<file path="config.mk">
export PLATFORM = sky130hd
export DESIGN_NAME = system_space_address_decoder
export DESIGN_NICKNAME = d
export VERILOG_FILES = /design/src/design/ssp_decoder_pkg.sv /design/src/design/system_space_address_decoder.sv
export VERILOG_INCLUDE_DIRS = /design/src /design/src/design
export SDC_FILE = /design/constraint.sdc
export NUM_CORES = 1
export LEC_CHECK = 0
export BUFFER_PORTS_ARGS = -buffer_cell sky130_fd_sc_hd__buf_4
export CAP_MARGIN = 20
export CELL_PAD_IN_SITES_DETAIL_PLACEMENT = 1
export CELL_PAD_IN_SITES_GLOBAL_PLACEMENT = 1
export CORE_UTILIZATION = 34
export CTS_CLUSTER_DIAMETER = 100
export CTS_CLUSTER_SIZE = 10
export DETAILED_ROUTE_END_ITERATION = 12
export PLACE_DENSITY = 0.76
export SETUP_SLACK_MARGIN = 0.15
export SLEW_MARGIN = 20
export SYNTH_ARGS = -nofsm -noshare
export SYNTH_HDL_FRONTEND = slang
export SYNTH_SLANG_ARGS = --single-unit
</file>
<file path="constraint.sdc">
create_clock -name i_clock -period 3.6 [get_ports i_clock]
set_input_delay 0.36 -clock i_clock [delete_from_list [all_inputs] [get_ports i_clock]]
set_output_delay 0.36 -clock i_clock [all_outputs]
set_load 0.01 [all_outputs]
</file>
<file path="src/design/ssp_decoder_regs.svh">
// System space offsets, field positions and fixed values for the decoder
`ifndef SSP_DECODER_REGS_SVH
`define SSP_DECODER_REGS_SVH

// Offsets within the top 16 MB window (address bits 23:0)
`define SSP_SYS_ARCH_HI 24'h00_0FFF
`define SSP_SYS_SPEC_LO 24'h00_1000
`define SSP_SYS_SPEC_HI 24'h00_1FFF
`define SSP_INTR_LO 24'h10_0000
`define SSP_INTR_HI 24'h17_FFFF
`define SSP_MASK_LO 24'h18_0000
`define SSP_MASK_HI 24'h18_1FFF
`define SSP_VEC_LO 24'h18_2000
`define SSP_VEC_HI 24'h18_2003
`define SSP_CFG_ARCH_LO 24'h20_0000
`define SSP_CFG_ARCH_HI 24'h20_0FFF
`define SSP_CFG_DEV_LO 24'h20_1000
`define SSP_CFG_DEV_HI 24'h20_1FFF
`define SSP_NVRAM_LO 24'h60_0000
`define SSP_NVRAM_HI 24'h7F_FFFF
`define SSP_FEAT_LO 24'hA0_0000
`define SSP_FEAT_HI 24'hBF_FFFF
`define SSP_BOOT_LO 24'hE0_0000

// Field positions of the address
`define SSP_SPACE_LSB 24
`define SSP_WIDE_LSB 32
`define SSP_RELOC_LSB 13

// Fixed values
`define SSP_HALF_STEP 24'h00_1000
`define SSP_TOP_BYTE 8'hFF
`define SSP_ZERO_DATA 32'h0000_0000

`endif

</file>
<file path="src/design/ssp_decoder_pkg.sv">
// Types shared by the system space decoder
package ssp_decoder_pkg;

  // One-hot region selects; none means outside the system space
  typedef enum logic [10:0] {
    REG_NONE = 11'h000,
    REG_SYS_ARCH = 11'h001,
    REG_SYS_SPEC = 11'h002,
    REG_INTR = 11'h004,
    REG_ROUTE_MASK = 11'h008,
    REG_EXT_VECTOR = 11'h010,
    REG_CFG_ARCH = 11'h020,
    REG_CFG_DEV = 11'h040,
    REG_NVRAM = 11'h080,
    REG_PRODUCT_ROM = 11'h100,
    REG_BOOT_ROM = 11'h200,
    REG_RESERVED = 11'h400
  } region_e;

  // Access sequencer states
  typedef enum logic [1:0] {
    ST_IDLE = 2'h1,
    ST_WAIT = 2'h2
  } state_e;

endpackage

</file>
<file path="src/design/system_space_address_decoder.sv">
// System space address decoder with I/O completion tracking and barrier drain
`timescale 1ns/10ps
`default_nettype none
`include "ssp_decoder_regs.svh"

module system_space_address_decoder
  import ssp_decoder_pkg::*;
#(
  parameter int ADDR_W = 64,
  parameter int DATA_W = 32,
  parameter int MAX_PEND = 8
) (
  // Clock and reset
  input wire logic i_clock,
  input wire logic i_reset_n,
  // Processor request
  input wire logic i_req_valid,
  input wire logic [ADDR_W-1:0] i_req_addr,
  input wire logic i_req_write,
  input wire logic [DATA_W-1:0] i_req_wdata,
  output logic o_req_ready,
  // Processor answer
  output logic o_rsp_valid,
  output logic [DATA_W-1:0] o_rsp_rdata,
  output logic o_rsp_error,
  // Region targets and main memory
  output logic [10:0] o_region_sel,
  output logic o_tgt_valid,
  output logic o_mem_valid,
  output logic [ADDR_W-1:0] o_tgt_addr,
  output logic o_tgt_write,
  output logic [DATA_W-1:0] o_tgt_wdata,
  input wire logic i_tgt_ack,
  input wire logic [DATA_W-1:0] i_tgt_rdata,
  input wire logic i_tgt_error,
  // Ordering barrier
  input wire logic i_barrier_req,
  output logic o_barrier_done,
  // Completion status
  output logic o_io_idle,
  output logic o_io_done,
  output logic o_io_done_error,
  output logic [$clog2(MAX_PEND+1)-1:0] o_pending_count,
  // Route mask relocation
  input wire logic i_mask_reloc_en,
  input wire logic [31:`SSP_RELOC_LSB] i_mask_reloc_base,
  output logic o_reloc_conflict
);

  localparam int PEND_W = $clog2(MAX_PEND + 1);
  localparam int RB_W = 32 - `SSP_RELOC_LSB;

  // Upper bits all ones: system window or top four gigabytes
  function automatic logic top_ones(input logic [ADDR_W-1:0] a, input int lsb);
    logic [ADDR_W:0] ext;
    logic ok;
    ext = {1'b1, a};
    ok = 1'b1;
    for (int i = 0; i <= ADDR_W; i++) begin
      if (i >= lsb && ext[i] == 1'b0) begin
        ok = 1'b0;
      end
    end
    return ok;
  endfunction

  // Region of an offset inside the 16 MB window
  function automatic region_e decode_offset(input logic [23:0] off, input logic mask_home);
    region_e r;
    r = REG_RESERVED;
    if (off <= `SSP_SYS_ARCH_HI) begin
      r = REG_SYS_ARCH;
    end else if (off >= `SSP_SYS_SPEC_LO && off <= `SSP_SYS_SPEC_HI) begin
      r = REG_SYS_SPEC;
    end else if (off >= `SSP_INTR_LO && off <= `SSP_INTR_HI) begin
      r = REG_INTR;
    end else if (off >= `SSP_MASK_LO && off <= `SSP_MASK_HI) begin
      if (mask_home) begin
        r = REG_ROUTE_MASK;
      end
    end else if (off >= `SSP_VEC_LO && off <= `SSP_VEC_HI) begin
      r = REG_EXT_VECTOR;
    end else if (off >= `SSP_CFG_ARCH_LO && off <= `SSP_CFG_ARCH_HI) begin
      r = REG_CFG_ARCH;
    end else if (off >= `SSP_CFG_DEV_LO && off <= `SSP_CFG_DEV_HI) begin
      r = REG_CFG_DEV;
    end else if (off >= `SSP_NVRAM_LO && off <= `SSP_NVRAM_HI) begin
      r = REG_NVRAM;
    end else if (off >= `SSP_FEAT_LO && off <= `SSP_FEAT_HI) begin
      r = REG_PRODUCT_ROM;
    end else if (off >= `SSP_BOOT_LO) begin
      r = REG_BOOT_ROM;
    end
    return r;
  endfunction

  state_e state;
  state_e next_state;
  logic reloc_ok;
  logic next_reloc_ok;
  logic [PEND_W-1:0] pending;
  logic [PEND_W-1:0] next_pending;
  logic next_req_ready;
  logic next_rsp_valid;
  logic [DATA_W-1:0] next_rsp_rdata;
  logic next_rsp_error;
  logic [10:0] next_region_sel;
  logic next_tgt_valid;
  logic next_mem_valid;
  logic [ADDR_W-1:0] next_tgt_addr;
  logic next_tgt_write;
  logic [DATA_W-1:0] next_tgt_wdata;
  logic next_barrier_done;
  logic next_io_done;
  logic next_io_done_error;
  logic next_reloc_conflict;
  logic conflict_now;
  logic [23:0] reloc_off;
  logic accept;
  logic ack_write;
  logic pend_inc;
  logic region_in_space;
  logic mask_moved_hit;
  region_e region;

  // Relocation target checked against every fixed region except the mask's own home, both 4 KB halves
  always_comb begin
    reloc_off = {i_mask_reloc_base[`SSP_SPACE_LSB-1:`SSP_RELOC_LSB],
                 {`SSP_RELOC_LSB{1'b0}}};
    conflict_now = 1'b0;
    if (i_mask_reloc_base[31:`SSP_SPACE_LSB] == `SSP_TOP_BYTE) begin
      if (decode_offset(reloc_off, 1'b0) != REG_RESERVED ||
          decode_offset(reloc_off + `SSP_HALF_STEP, 1'b0) != REG_RESERVED) begin
        conflict_now = i_mask_reloc_en;
      end
    end
  end

  // Region of the incoming address; moved masks win only when accepted
  always_comb begin
    region_in_space = top_ones(i_req_addr, `SSP_SPACE_LSB);
    mask_moved_hit = reloc_ok && top_ones(i_req_addr, `SSP_WIDE_LSB) &&
                     i_req_addr[31:`SSP_RELOC_LSB] == i_mask_reloc_base;
    if (mask_moved_hit) begin
      region = REG_ROUTE_MASK;
    end else if (region_in_space) begin
      region = decode_offset(i_req_addr[`SSP_SPACE_LSB-1:0], !reloc_ok);
    end else begin
      region = REG_NONE;
    end
  end

  // Sequencer, posted writes, completion count and barrier
  always_comb begin
    next_state = state;
    next_pending = pending;
    next_rsp_valid = 1'b0;
    next_rsp_rdata = o_rsp_rdata;
    next_rsp_error = o_rsp_error;
    next_region_sel = o_region_sel;
    next_tgt_valid = 1'b0;
    next_mem_valid = 1'b0;
    next_tgt_addr = o_tgt_addr;
    next_tgt_write = o_tgt_write;
    next_tgt_wdata = o_tgt_wdata;
    next_barrier_done = 1'b0;
    next_io_done = 1'b0;
    next_io_done_error = o_io_done_error;
    next_reloc_conflict = conflict_now;
    next_reloc_ok = i_mask_reloc_en && !conflict_now;
    pend_inc = 1'b0;
    accept = i_req_valid && o_req_ready && state == ST_IDLE;
    // Targets answer in issue order, so early acks retire posted writes
    ack_write = i_tgt_ack && pending != '0;
    if (ack_write) begin
      // Ack means every side effect, status and interrupt, has happened
      next_io_done = 1'b1;
      next_io_done_error = i_tgt_error;
    end
    case (state)
      ST_IDLE: begin
        if (accept) begin
          next_region_sel = region;
          next_tgt_addr = i_req_addr;
          next_tgt_write = i_req_write;
          next_tgt_wdata = i_req_wdata;
          if (region == REG_RESERVED) begin
            // No target behind it: write dropped, read gives zeros
            next_rsp_valid = 1'b1;
            next_rsp_rdata = `SSP_ZERO_DATA;
            next_rsp_error = 1'b0;
          end else begin
            if (region == REG_NONE) begin
              next_mem_valid = 1'b1;
            end else begin
              next_tgt_valid = 1'b1;
            end
            if (i_req_write) begin
              // Posted: answer now, finish counted when target acks
              next_rsp_valid = 1'b1;
              next_rsp_error = 1'b0;
              pend_inc = 1'b1;
            end else begin
              next_state = ST_WAIT;
            end
          end
        end else if (i_barrier_req && pending == '0 && !o_barrier_done) begin
          next_barrier_done = 1'b1;
        end
      end
      ST_WAIT: begin
        if (i_tgt_ack && pending == '0) begin
          // Read returns once all earlier writes have retired
          next_rsp_valid = 1'b1;
          next_rsp_rdata = i_tgt_rdata;
          next_rsp_error = i_tgt_error;
          next_io_done = 1'b1;
          next_io_done_error = i_tgt_error;
          next_state = ST_IDLE;
        end
      end
      default: begin
        next_state = ST_IDLE;
      end
    endcase
    next_pending = pending + {{(PEND_W-1){1'b0}}, pend_inc}
                   - {{(PEND_W-1){1'b0}}, ack_write};
    // Barrier holds new requests from the cycle after i_barrier_req rises until the cycle after it falls
    next_req_ready = next_state == ST_IDLE && !i_barrier_req &&
                     next_pending != PEND_W'(MAX_PEND);
  end

  // Register stage; every output leaves from here
  always_ff @(posedge i_clock or negedge i_reset_n) begin
    if (!i_reset_n) begin
      state <= ST_IDLE;
      pending <= '0;
      reloc_ok <= 1'b0;
      o_req_ready <= 1'b0;
      o_rsp_valid <= 1'b0;
      o_rsp_rdata <= '0;
      o_rsp_error <= 1'b0;
      o_region_sel <= REG_NONE;
      o_tgt_valid <= 1'b0;
      o_mem_valid <= 1'b0;
      o_tgt_addr <= '0;
      o_tgt_write <= 1'b0;
      o_tgt_wdata <= '0;
      o_barrier_done <= 1'b0;
      o_io_idle <= 1'b1;
      o_io_done <= 1'b0;
      o_io_done_error <= 1'b0;
      o_pending_count <= '0;
      o_reloc_conflict <= 1'b0;
    end else begin
      state <= next_state;
      pending <= next_pending;
      reloc_ok <= next_reloc_ok;
      o_req_ready <= next_req_ready;
      o_rsp_valid <= next_rsp_valid;
      o_rsp_rdata <= next_rsp_rdata;
      o_rsp_error <= next_rsp_error;
      o_region_sel <= next_region_sel;
      o_tgt_valid <= next_tgt_valid;
      o_mem_valid <= next_mem_valid;
      o_tgt_addr <= next_tgt_addr;
      o_tgt_write <= next_tgt_write;
      o_tgt_wdata <= next_tgt_wdata;
      o_barrier_done <= next_barrier_done;
      o_io_idle <= next_pending == '0 && next_state == ST_IDLE;
      o_io_done <= next_io_done;
      o_io_done_error <= next_io_done_error;
      o_pending_count <= next_pending;
      o_reloc_conflict <= next_reloc_conflict;
    end
  end

endmodule
`default_nettype wire

</file>
Word level (Yosys, flattened, before mapping)
Cells that the tools add are included.
{"block": "totals", "regBits": 157, "input_bits": 155, "output_inout_bits": 154, "elab_cells": 284}
{"block": "classes", "n_addsub": 3, "magnitude_cmp": 54, "n_eq_ne": 13, "n_mux": 148, "reduce_logical": 48}
{"operator": "two-way mux 11 bit", "n": 35}
{"operator": "greater-or-equal comparator 24 x 21 -> 1 bit (second input constant)", "n": 9}
{"operator": "<= comparator 24 x 21 -> 1 bit (second input constant)", "n": 9}
{"operator": "greater-or-equal comparator 24 x 22 -> 1 bit (second input constant)", "n": 6}
{"operator": "greater-or-equal comparator 24 bit (second input constant)", "n": 6}
{"operator": "<= comparator 24 x 22 -> 1 bit (second input constant)", "n": 6}
{"operator": "two-way mux 1 bit", "n": 102}
{"operator": "two-way mux 32 bit", "n": 3}
{"operator": "greater-or-equal comparator 24 x 13 -> 1 bit (second input constant)", "n": 3}
{"operator": "greater-or-equal comparator 24 x 23 -> 1 bit (second input constant)", "n": 3}
{"operator": "<= comparator 24 x 12 -> 1 bit (second input constant)", "n": 3}
{"operator": "<= comparator 24 x 13 -> 1 bit (second input constant)", "n": 3}
{"operator": "<= comparator 24 x 23 -> 1 bit (second input constant)", "n": 3}
{"operator": "<= comparator 24 bit (second input constant)", "n": 3}
{"operator": "one-hot mux 32 bit (2 select lines)", "n": 1}
{"operator": "logical AND 1 bit", "n": 36}
{"operator": "adder 24 x 13 -> 24 bit (second input constant)", "n": 1}
{"operator": "!= test 11 bit (second input constant)", "n": 2}
{"operator": "equality test 19 bit", "n": 1}
{"operator": "equality test 11 bit (second input constant)", "n": 1}
{"operator": "zero test 11 bit", "n": 1}
{"operator": "equality test 8 bit (second input constant)", "n": 1}
{"operator": "zero test 4 bit", "n": 2}
{"operator": "two-way mux 2 bit", "n": 4}
{"operator": "16 further kinds", "n": 22}

Longest topological paths before layout
Gate-level depths: netlist of run 1.
{"block": "logic_depth", "ltp_word": 50, "depth_mapped": 15, "mapped_depth_nobuf": 14}

Worst setup path before layout of run 1
OpenSTA, ideal clock, no wires.
{"block": "synth_path", "path_type": "register to register", "from": "register state[0]", "to": "register o_io_idle", "setup_ns": 0.121, "t_arrival_ns": 2.999, "required_time_ns": 3.479, "slack_ns": 0.480, "path_stages_with_launch": 13, "path_buffers": 2, "period_less_slack_ns": 3.120, "path_cell_list": "dfstp_2 ha_1 and3_1 buf_2 clkbuf_1 nand3_1 ha_1 inv_1 ha_1 fa_1 xor2_1 or3_1 a2111oi_0"}
{"block": "synth_via", "elab_chain_cells": 8, "word_cells_on_any_way": 15, "cone_classes": "add/sub: 2; eq/ne: 3; mux: 7; reduce/logical: 3"}
{"element": "start, declared", "line_no": "system_space_address_decoder.sv:97", "rtl": "state_e state;"}
{"element": "start signal, assigned", "line_no": "system_space_address_decoder.sv:256", "rtl": "state <= next_state;"}
{"element": "equality test 2 x 1 -> 1 bit *", "line_no": "system_space_address_decoder.sv:172, system_space_address_decoder.sv:180"}
{"element": "logical AND 1 bit", "line_no": "system_space_address_decoder.sv:172", "rtl": "accept = i_req_valid && o_req_ready && state == ST_IDLE;"}
{"element": "two-way mux 1 bit", "line_no": "system_space_address_decoder.sv:182", "rtl": "if (accept) begin"}
{"element": "two-way mux 1 bit *", "line_no": "system_space_address_decoder.sv:180", "rtl": "case (state)"}
{"element": "adder 4 x 1 -> 4 bit *", "line_no": "system_space_address_decoder.sv:226", "rtl": "next_pending = pending + {{(PEND_W-1){1'b0}}, pend_inc}"}
{"element": "subtractor 4 x 1 -> 4 bit *", "line_no": "system_space_address_decoder.sv:227", "rtl": "- {{(PEND_W-1){1'b0}}, ack_write};"}
{"element": "net next_pending[2]", "line_no": "system_space_address_decoder.sv:102", "rtl": "logic [PEND_W-1:0] next_pending;"}
{"element": "zero test 4 bit *", "line_no": "system_space_address_decoder.sv:270", "rtl": "o_io_idle <= next_pending == '0 && next_state == ST_IDLE;"}
{"element": "logical AND 1 bit *", "line_no": "system_space_address_decoder.sv:270"}
{"element": "end signal, assigned", "line_no": "system_space_address_decoder.sv:250", "rtl": "o_io_idle <= 1'b1;"}
{"element": "end signal, assigned", "line_no": "system_space_address_decoder.sv:270"}
{"element": "end, declared", "line_no": "system_space_address_decoder.sv:40", "rtl": "output logic o_io_idle,"}
The timed path passes the listed nets; every way through them passes the cells marked *.
A chain may end at the register's enable or synchronous reset.

Worst setup path in the final report of run 1
{"block": "layout_path", "from": "input port i_req_addr[32]", "to": "register o_io_idle"}
{"block": "layout_via", "elab_chain_cells": 43, "word_cells_on_any_way": 80, "cone_classes": "add/sub: 2; eq/ne: 2; mux: 72; reduce/logical: 4"}
{"element": "start, declared", "line_no": "system_space_address_decoder.sv:18", "rtl": "input wire logic [ADDR_W-1:0] i_req_addr,"}
{"element": "two-way mux 1 bit (32 in series)", "line_no": "system_space_address_decoder.sv:60", "rtl": "if (i >= lsb && ext[i] == 1'b0) begin"}
{"element": "logical AND 1 bit (2 in series)", "line_no": "system_space_address_decoder.sv:142", "rtl": "mask_moved_hit = reloc_ok && top_ones(i_req_addr, `SSP_WIDE_LSB) &&"}
{"element": "two-way mux 11 bit *", "line_no": "system_space_address_decoder.sv:144", "rtl": "if (mask_moved_hit) begin"}
{"element": "equality test 11 bit *", "line_no": "system_space_address_decoder.sv:187", "rtl": "if (region == REG_RESERVED) begin"}
{"element": "two-way mux 1 bit *", "line_no": "system_space_address_decoder.sv:187"}
{"element": "two-way mux 1 bit *", "line_no": "system_space_address_decoder.sv:182"}
{"element": "two-way mux 1 bit *", "line_no": "system_space_address_decoder.sv:180"}
{"element": "adder 4 x 1 -> 4 bit *", "line_no": "system_space_address_decoder.sv:226"}
{"element": "subtractor 4 x 1 -> 4 bit *", "line_no": "system_space_address_decoder.sv:227"}
{"element": "net next_pending[1]", "line_no": "system_space_address_decoder.sv:102"}
{"element": "zero test 4 bit *", "line_no": "system_space_address_decoder.sv:270"}
{"element": "logical AND 1 bit *", "line_no": "system_space_address_decoder.sv:270"}
Marked as above.

==> results of run 1 <==
worst max-delay path by stage:
stage / from / endpoint / cells past startpoint
6_report: i_req_addr[32] / o_io_idle / 13
5_1_grt: i_req_addr[33] / o_io_idle / 13
4_1_cts: i_req_addr[5] / o_io_idle / 14
3_5_place_dp: i_req_addr[5] / o_io_idle / 14
3_3_place_gp: i_req_addr[5] / o_io_idle / 14
2_1_floorplan: state[0] / o_io_idle / 12
registers in the layout (all words and copies together) (netlist names), named ones only:
register	cells
o_barrier_done	1
o_io_done	1
o_io_idle	1
o_mem_valid	1
o_region_sel	11
o_reloc_conflict	1
o_req_ready	1
o_rsp_error	1
o_rsp_rdata	32
o_rsp_valid	1
o_tgt_addr	64
o_tgt_valid	1
o_tgt_wdata	32
o_tgt_write	1
pending	4
reloc_ok	1
state	2
synth_stat cells (2+ instances only):
master	count	area share, %
a21oi_1	9	0.68
a2111oi_0	3	0.40
and2_1	3	0.28
a22o_1	31	4.1
buf_2	2	0.15
o41ai_1	2	0.26
o211ai_1	2	0.23
nand3_1	12	0.90
nor4_1	5	0.47
dfrtp_1	155	58
buf_6	4	0.68
inv_1	14	0.79
nor2b_1	4	0.38
nor2_1	15	0.85
or3_1	3	0.28
nand2_1	311	18
dfstp_2	2	0.79
and3_1	2	0.19
nand4_1	18	1.7
a21o_1	2	0.23
o31ai_1	2	0.23
xor2_1	2	0.26
a22o_2	2	0.30
buf_4	3	0.34
xnor2_1	19	2.5
clkbuf_1	23	1.3
nor3_1	10	0.75
o21ai_0	8	0.60
ha_1	7	1.3
worst max-delay path: cells and delay by family:
| family | cells | cell delay (ns) |
|---|---|---|
| adder cells (fa/ha/maj) | 3 | 0.84 |
| buffers and inverters | 2 | 0.14 |
| AO/OA/AOI/OAI | 1 | 0.41 |
| AND/OR/NAND/NOR | 7 | 1.69 |
report_power, final:
part / total (W) / internal (W) / switching (W) / leakage, nW
combinational: 0.00249 / 0.00116 / 0.00133 / 2.89
clock: 0.00189 / 0.00111 / 0.000781 / 0.298
sequential: 0.00267 / 0.00234 / 0.000336 / 2.03
total: 0.00705 / 0.00460 / 0.00245 / 5.22
through the flow:
step           total power, W  instances  hold slack, ns  setup WS [ns]
2_1_floorplan         0.00376        693          0.0644          0.480
3_3_place_gp          0.00514       1236           0.436          0.185
3_5_place_dp          0.00523       1236           0.452         0.0174
4_1_cts               0.00716       1269          0.0969          0.428
5_1_grt               0.00748       1269           0.108          0.178
6_report              0.00705       1269           0.118          0.423
layout by cell type (no fill, tap or decap), drive strengths merged, types with 2 or more instances in the layout:
master / synthesis / final
inv: 14 / 21
or3: 3 / 3
ha: 7 / 7
a21oi: 10 / 10
xor2: 2 / 2
clkinv: 0 / 3
o21ai: 8 / 8
nor2b: 4 / 4
nor4b: 2 / 2
nand3: 12 / 12
and3: 3 / 3
xnor2: 19 / 19
nor2: 15 / 15
nand2: 311 / 311
clkbuf: 23 / 18
a21o: 3 / 3
dfstp: 2 / 2
buf: 9 / 315
o41ai: 2 / 2
a2111oi: 3 / 3
a22o: 33 / 33
o211ai: 2 / 2
dfrtp: 155 / 155
bufinv: 0 / 3
nor3: 10 / 10
nor4: 6 / 6
nand4: 18 / 18
and2: 3 / 3
o31ai: 2 / 2
area by class of cell:
class	instances	area [sq um]	share of cell area [%]
inverters	14	52.6	0.535
flip-flops and latches	157	3930	40.0
clock buffers	18	429	4.37
clock inverters	14	180	1.84
well taps	260	325	3.31
multi-input cells	490	2510	25.5
repair buffers	316	2390	24.4
repair_timing:
item,in CTS,in global routing
hold endpoints to repair,6,0
setup buffers,0,0
hold buffers,1,0
logic make-up (layout without fill, tap and decap cells):
kind of cell	after synthesis	after routing	share of synthesized area, %
adders and majority gates	8	8	1.62
xor gates and xnor gates	21	21	2.77
buffers and inverters	46	362	3.26
muxes	1	1	0.170
and+or+nand+nor	390	390	24.6
AOI/OAI and AO/OA	70	70	8.39
DFF	157	157	59.2
layer usage:
metal / vias to the layer above / part of all wire, % / global-route usage (%)
met5: - / 0 / 0
li1: 2885 / - / -
met3: 20 / 9.7 / 9.45
met2: 229 / 49 / 40.3
met1: 2934 / 40 / 27.9
met4: 0 / 1.2 / 6.11
==> flow_metrics.tcl, run 1 <==
set metrics [dict create \
    postSynth.asyncResetShare_pct 100 \
    maxCapViolCount 0 \
    vias 6068 \
    cp-start-kind "primary input" \
    synth_fp_nets 856 \
    rows 50 \
    fin_area_sq_um 9820 \
    slowest_delay_ns 0.57 \
    crit_fanout 3 \
    grt_max_degree 82 \
    dieArea_sq_um 20100 \
    finalCriticalPeriod_ns 3.18 \
    leakage_nw 5.22 \
    yosys_warnings 0 \
    ant_nets 0 \
    final_nets 1159 \
    crit_chain "buf_4, nand4_1, nor4_1, nand2_1, nor2_1, nand3_1, nand3_1, ha_1, inv_1, ha_1, fa_1, or3_1, a2111oi_0" \
    cp.arrival_ns 3.45 \
    syn2layout_area_growth_pct 47.9 \
    post-route-period-util_pct 88.2 \
    fill_cells 2206 \
    clk_transition_reported_paths_ns 0.06 \
    clock_skew_ns 0.00764 \
    syn_area_sq_um 6640 \
    cts_root_buf "clkbuf_16" \
    hold_viol 0 \
    p_per_area_nw_per_um2 718 \
    fin_util_pct 52.0 \
    maxSlewViolCount 0 \
    synth_edf_count 0 \
    die_h_um 142 \
    dpl.hpwl_um 17700 \
    ys.flop_type "dfrtp_1" \
    cts_sinks 157 \
    grt_setup_unrepaired "false" \
    max-slew-margin-rel_pct 44.2 \
    status "completed" \
    diodes 0 \
    reg2reg_to "o_io_idle" \
    min_path_type "in2reg" \
    ys_types 47 \
    place.gp.congestion 0.787 \
    rrSetupSlack_ns 0.45 \
    syn_avg_cell_area_sq_um 9.58 \
    wl_um 23400 \
    insertion_delay_ns 0.42 \
    cts-htree-levels 4 \
    drcViolationCount 0 \
    placed_area_sq_um 9200 \
    drt_first_iter_violations 273 \
    drt-vias-per-instance 4.78 \
    cts_buffers 17 \
    overflow 0 \
    cts_resized 0 \
    grt_pass1_wl_um 35900 \
    ir_worst_vdd_mv 0.365 \
    worstMarginPinSlew_ns 0.838 \
    setup_viol 0 \
    whs_path_depth 2 \
    core_area_sq_um 18900 \
    cp.required_ns 3.87 \
    initial_core_util_pct 35.1 \
    worstSetupPathType "in2reg" \
    critPathSlowestCell "nor4_1" \
    min-delay-start "i_barrier_req" \
    end_kind "flop" \
    antenna_found_initial 0 \
    drtPass1Iterations 4 \
    first_global_vias 6402 \
    io_buffers 308 \
    fmax_mhz 315 \
    ys_seq_area_share_pct 59.2 \
    ioPinCount 309 \
    synthCells 693 \
    r2r_cells 10 \
    hold_end "o_req_ready" \
    clock_path_buffers 2 \
    die_w_um 142 \
    reg2reg_from "state[0]" \
    setup_tns_ns 0 \
    cts_tree "done" \
    post_drt_wl_per_cell_um 18.4 \
    drive_above_1_share_pct 35.9 \
    track_usage_pct 23.8 \
    synth-seq-cells 157 \
]
(Power assumes the default switching activity.)
==> run 2: changes to the inputs <==
--- a/config.mk
+++ b/config.mk
@@ -10,11 +10,12 @@
 export CAP_MARGIN = 20
 export CELL_PAD_IN_SITES_DETAIL_PLACEMENT = 1
 export CELL_PAD_IN_SITES_GLOBAL_PLACEMENT = 1
-export CORE_UTILIZATION = 34
+export CORE_UTILIZATION = 35
+export CTS_BUF_LIST = sky130_fd_sc_hd__clkbuf_4
 export CTS_CLUSTER_DIAMETER = 100
 export CTS_CLUSTER_SIZE = 10
 export DETAILED_ROUTE_END_ITERATION = 12
-export PLACE_DENSITY = 0.76
+export PLACE_DENSITY = 0.78
 export SETUP_SLACK_MARGIN = 0.15
 export SLEW_MARGIN = 20
 export SYNTH_ARGS = -nofsm -noshare
==> run 2 against run 1 <==
Net effect: design area up 8.5%; routed wire length up 17%; clock power down 36%; via count up 11%; largest cell class unchanged; combinational power up 9.6%; critical path type unchanged.
==> flow_metrics.tcl, run 2 (same netlist as run 1, synthesis figures left out) <==
set metrics [dict create \
    status "completed" \
    finalPower_w 0.00663 \
    grt_use_met1_pct 31.9 \
    antenna_found_initial 1 \
    wl_um 27400 \
    grt_max_degree 102 \
    clock_path_buffers 2 \
    setup_tns_ns 0 \
    reg.largest.list "o_tgt_addr: 64 flops, o_rsp_rdata: 32 flops, o_tgt_wdata: 32 flops" \
    cp.arrival_ns 3.83 \
    grt_pass1_wl_um 42900 \
    maxCapViolCount 0 \
    min_path_type "in2reg" \
    first_global_vias 7713 \
    insertion_delay_ns 0.57 \
    final_cell_mix "buf_4, nand2_1, dfrtp_1, dlygate4sd3_1, a22o_1" \
    drt-vias-per-instance 5.00 \
    vias 6754 \
    end_kind "flop" \
    die_w_um 140 \
    cts_setup_buffers 0 \
    cts_sinks 157 \
    cts_root_buf "clkbuf_4" \
    cts_buffers 17 \
    fmax_mhz 296 \
    worstMarginPinSlew_ns 1.05 \
    worst_hold_slack_ns 0.0415 \
    post_drt_wl_per_cell_um 20.3 \
    drtPass1Iterations 4 \
    track_usage_pct 28.9 \
    post-route-period-util_pct 94.0 \
    final_cells 1350 \
    cp.required_ns 4.05 \
    busiest_layer "met2" \
    max-slew-margin-rel_pct 29.7 \
    syn2layout_area_growth_pct 60.5 \
    drcViolationCount 0 \
    place.gp.congestion 0.827 \
    ioPinCount 309 \
    rrSetupSlack_ns 0.44 \
    die_h_um 140 \
    hold_viol 0 \
    finalCriticalPeriod_ns 3.38 \
    cts-htree-levels 4 \
    clock_skew_ns 0.0363 \
    final_nets 1270 \
    dpl.hpwl_um 17400 \
    core_area_sq_um 18300 \
    crit_fanout 4 \
    worstSetupPathType "in2reg" \
    leakage_nw 5.57 \
    ir_worst_vdd_mv 0.301 \
    layout_commonest_cell "buf_4" \
    overflow 0 \
    setup_viol 0 \
    clk_transition_reported_paths_ns 0.15 \
    maxSlewViolCount 0 \
    rows 49 \
    initial_core_util_pct 36.3 \
    fin_area_sq_um 10700 \
    dp_cells 1204 \
    ant_nets 0 \
    p_per_area_nw_per_um2 622 \
    regMostFlops "o_tgt_addr" \
    largest_reg_flops 64 \
    placed_area_sq_um 9150 \
    dieArea_sq_um 19500 \
    io_buffers 308 \
    grt_setup_unrepaired "true" \
    use_met2_pct 51.9 \
    grt_util_met3_pct 9.19 \
    drive_above_1_share_pct 32.9 \
    cts_tree "done" \
    cp-start-kind "primary input" \
    drt_first_iter_violations 254 \
]
-- run 2: cell types whose count changed in the layout (fill, tap and decap cells not counted), sizes merged --
| cell | before | now |
|---|---|---|
| clkinv | 3 | 4 |
| dlygate4sd3 | 1 | 112 |
| inv | 21 | 20 |
| diode | 0 | 1 |
-- run 2: worst paths after layout --
kind,from,to,depth (start not counted)
min in group asynchronous,i_reset_n,o_tgt_wdata[27],2
worst max-delay path,i_req_addr[10],o_io_idle,15
worst max register to register,state[0],o_io_idle,10
worst min-delay path,i_tgt_error,flop,2
max in group asynchronous,i_reset_n,o_rsp_rdata[3],3
worst min register to register,o_barrier_done,o_barrier_done,1
-- run 2: power by group --
group | leakage, nW | internal (W) | switching [W]
Combinational | 3.37 | 0.00125 | 0.00148
Clock | 0.169 | 0.000506 | 0.000705
Sequential | 2.03 | 0.00233 | 0.000360
-- run 2: per-stage QoR --
step	worst slack, ns	utilization (%)
after floorplan	0.480	-
after global placement	0.186	50.1
after detailed placement	0.0729	50.1
after CTS	0.169	58.0
after global routing	0.108	58.3
final	0.217	58.3
-- run 2: timing repair --
| action | in CTS | in global routing |
|---|---|---|
| setup endpoints to repair | 0 | 2 |
| endpoints found under the hold margin | 192 | 0 |
| resized for setup | 0 | 9 |
| hold buffers | 112 | 0 |
-- run 2: area by class of cell --
type / count / area [sq um]
Sequential cell: 157 / 3930
Fill cell: 2075 / 7620
Multi-Input combinational cell: 490 / 2550
Inverter: 14 / 52.6
Timing Repair Buffer: 427 / 3510
Clock buffer: 18 / 135
Clock inverter: 14 / 181
Antenna cell: 1 / 2.50
Tap cell: 229 / 287
-- run 2: critical path, stage by stage --
cell and delay, ns:
dlygate4sd3_1 0.54, buf_4 0.15, nor4_2 0.34, nand3_1 0.22, nor2_2 0.15, nor2_1 0.08
nand3_1 0.16, nand3_1 0.12, ha_1 0.28, inv_1 0.04, ha_1 0.20, fa_1 0.39
xor2_1 0.17, or3_1 0.33, a2111oi_1 0.29
-- run 2: metal layers --
layer	wire length, um	vias up
met3	2210	53
met5	0	-
met1	10400	3323
met4	889	0
met2	14000	274
li1	-	3104
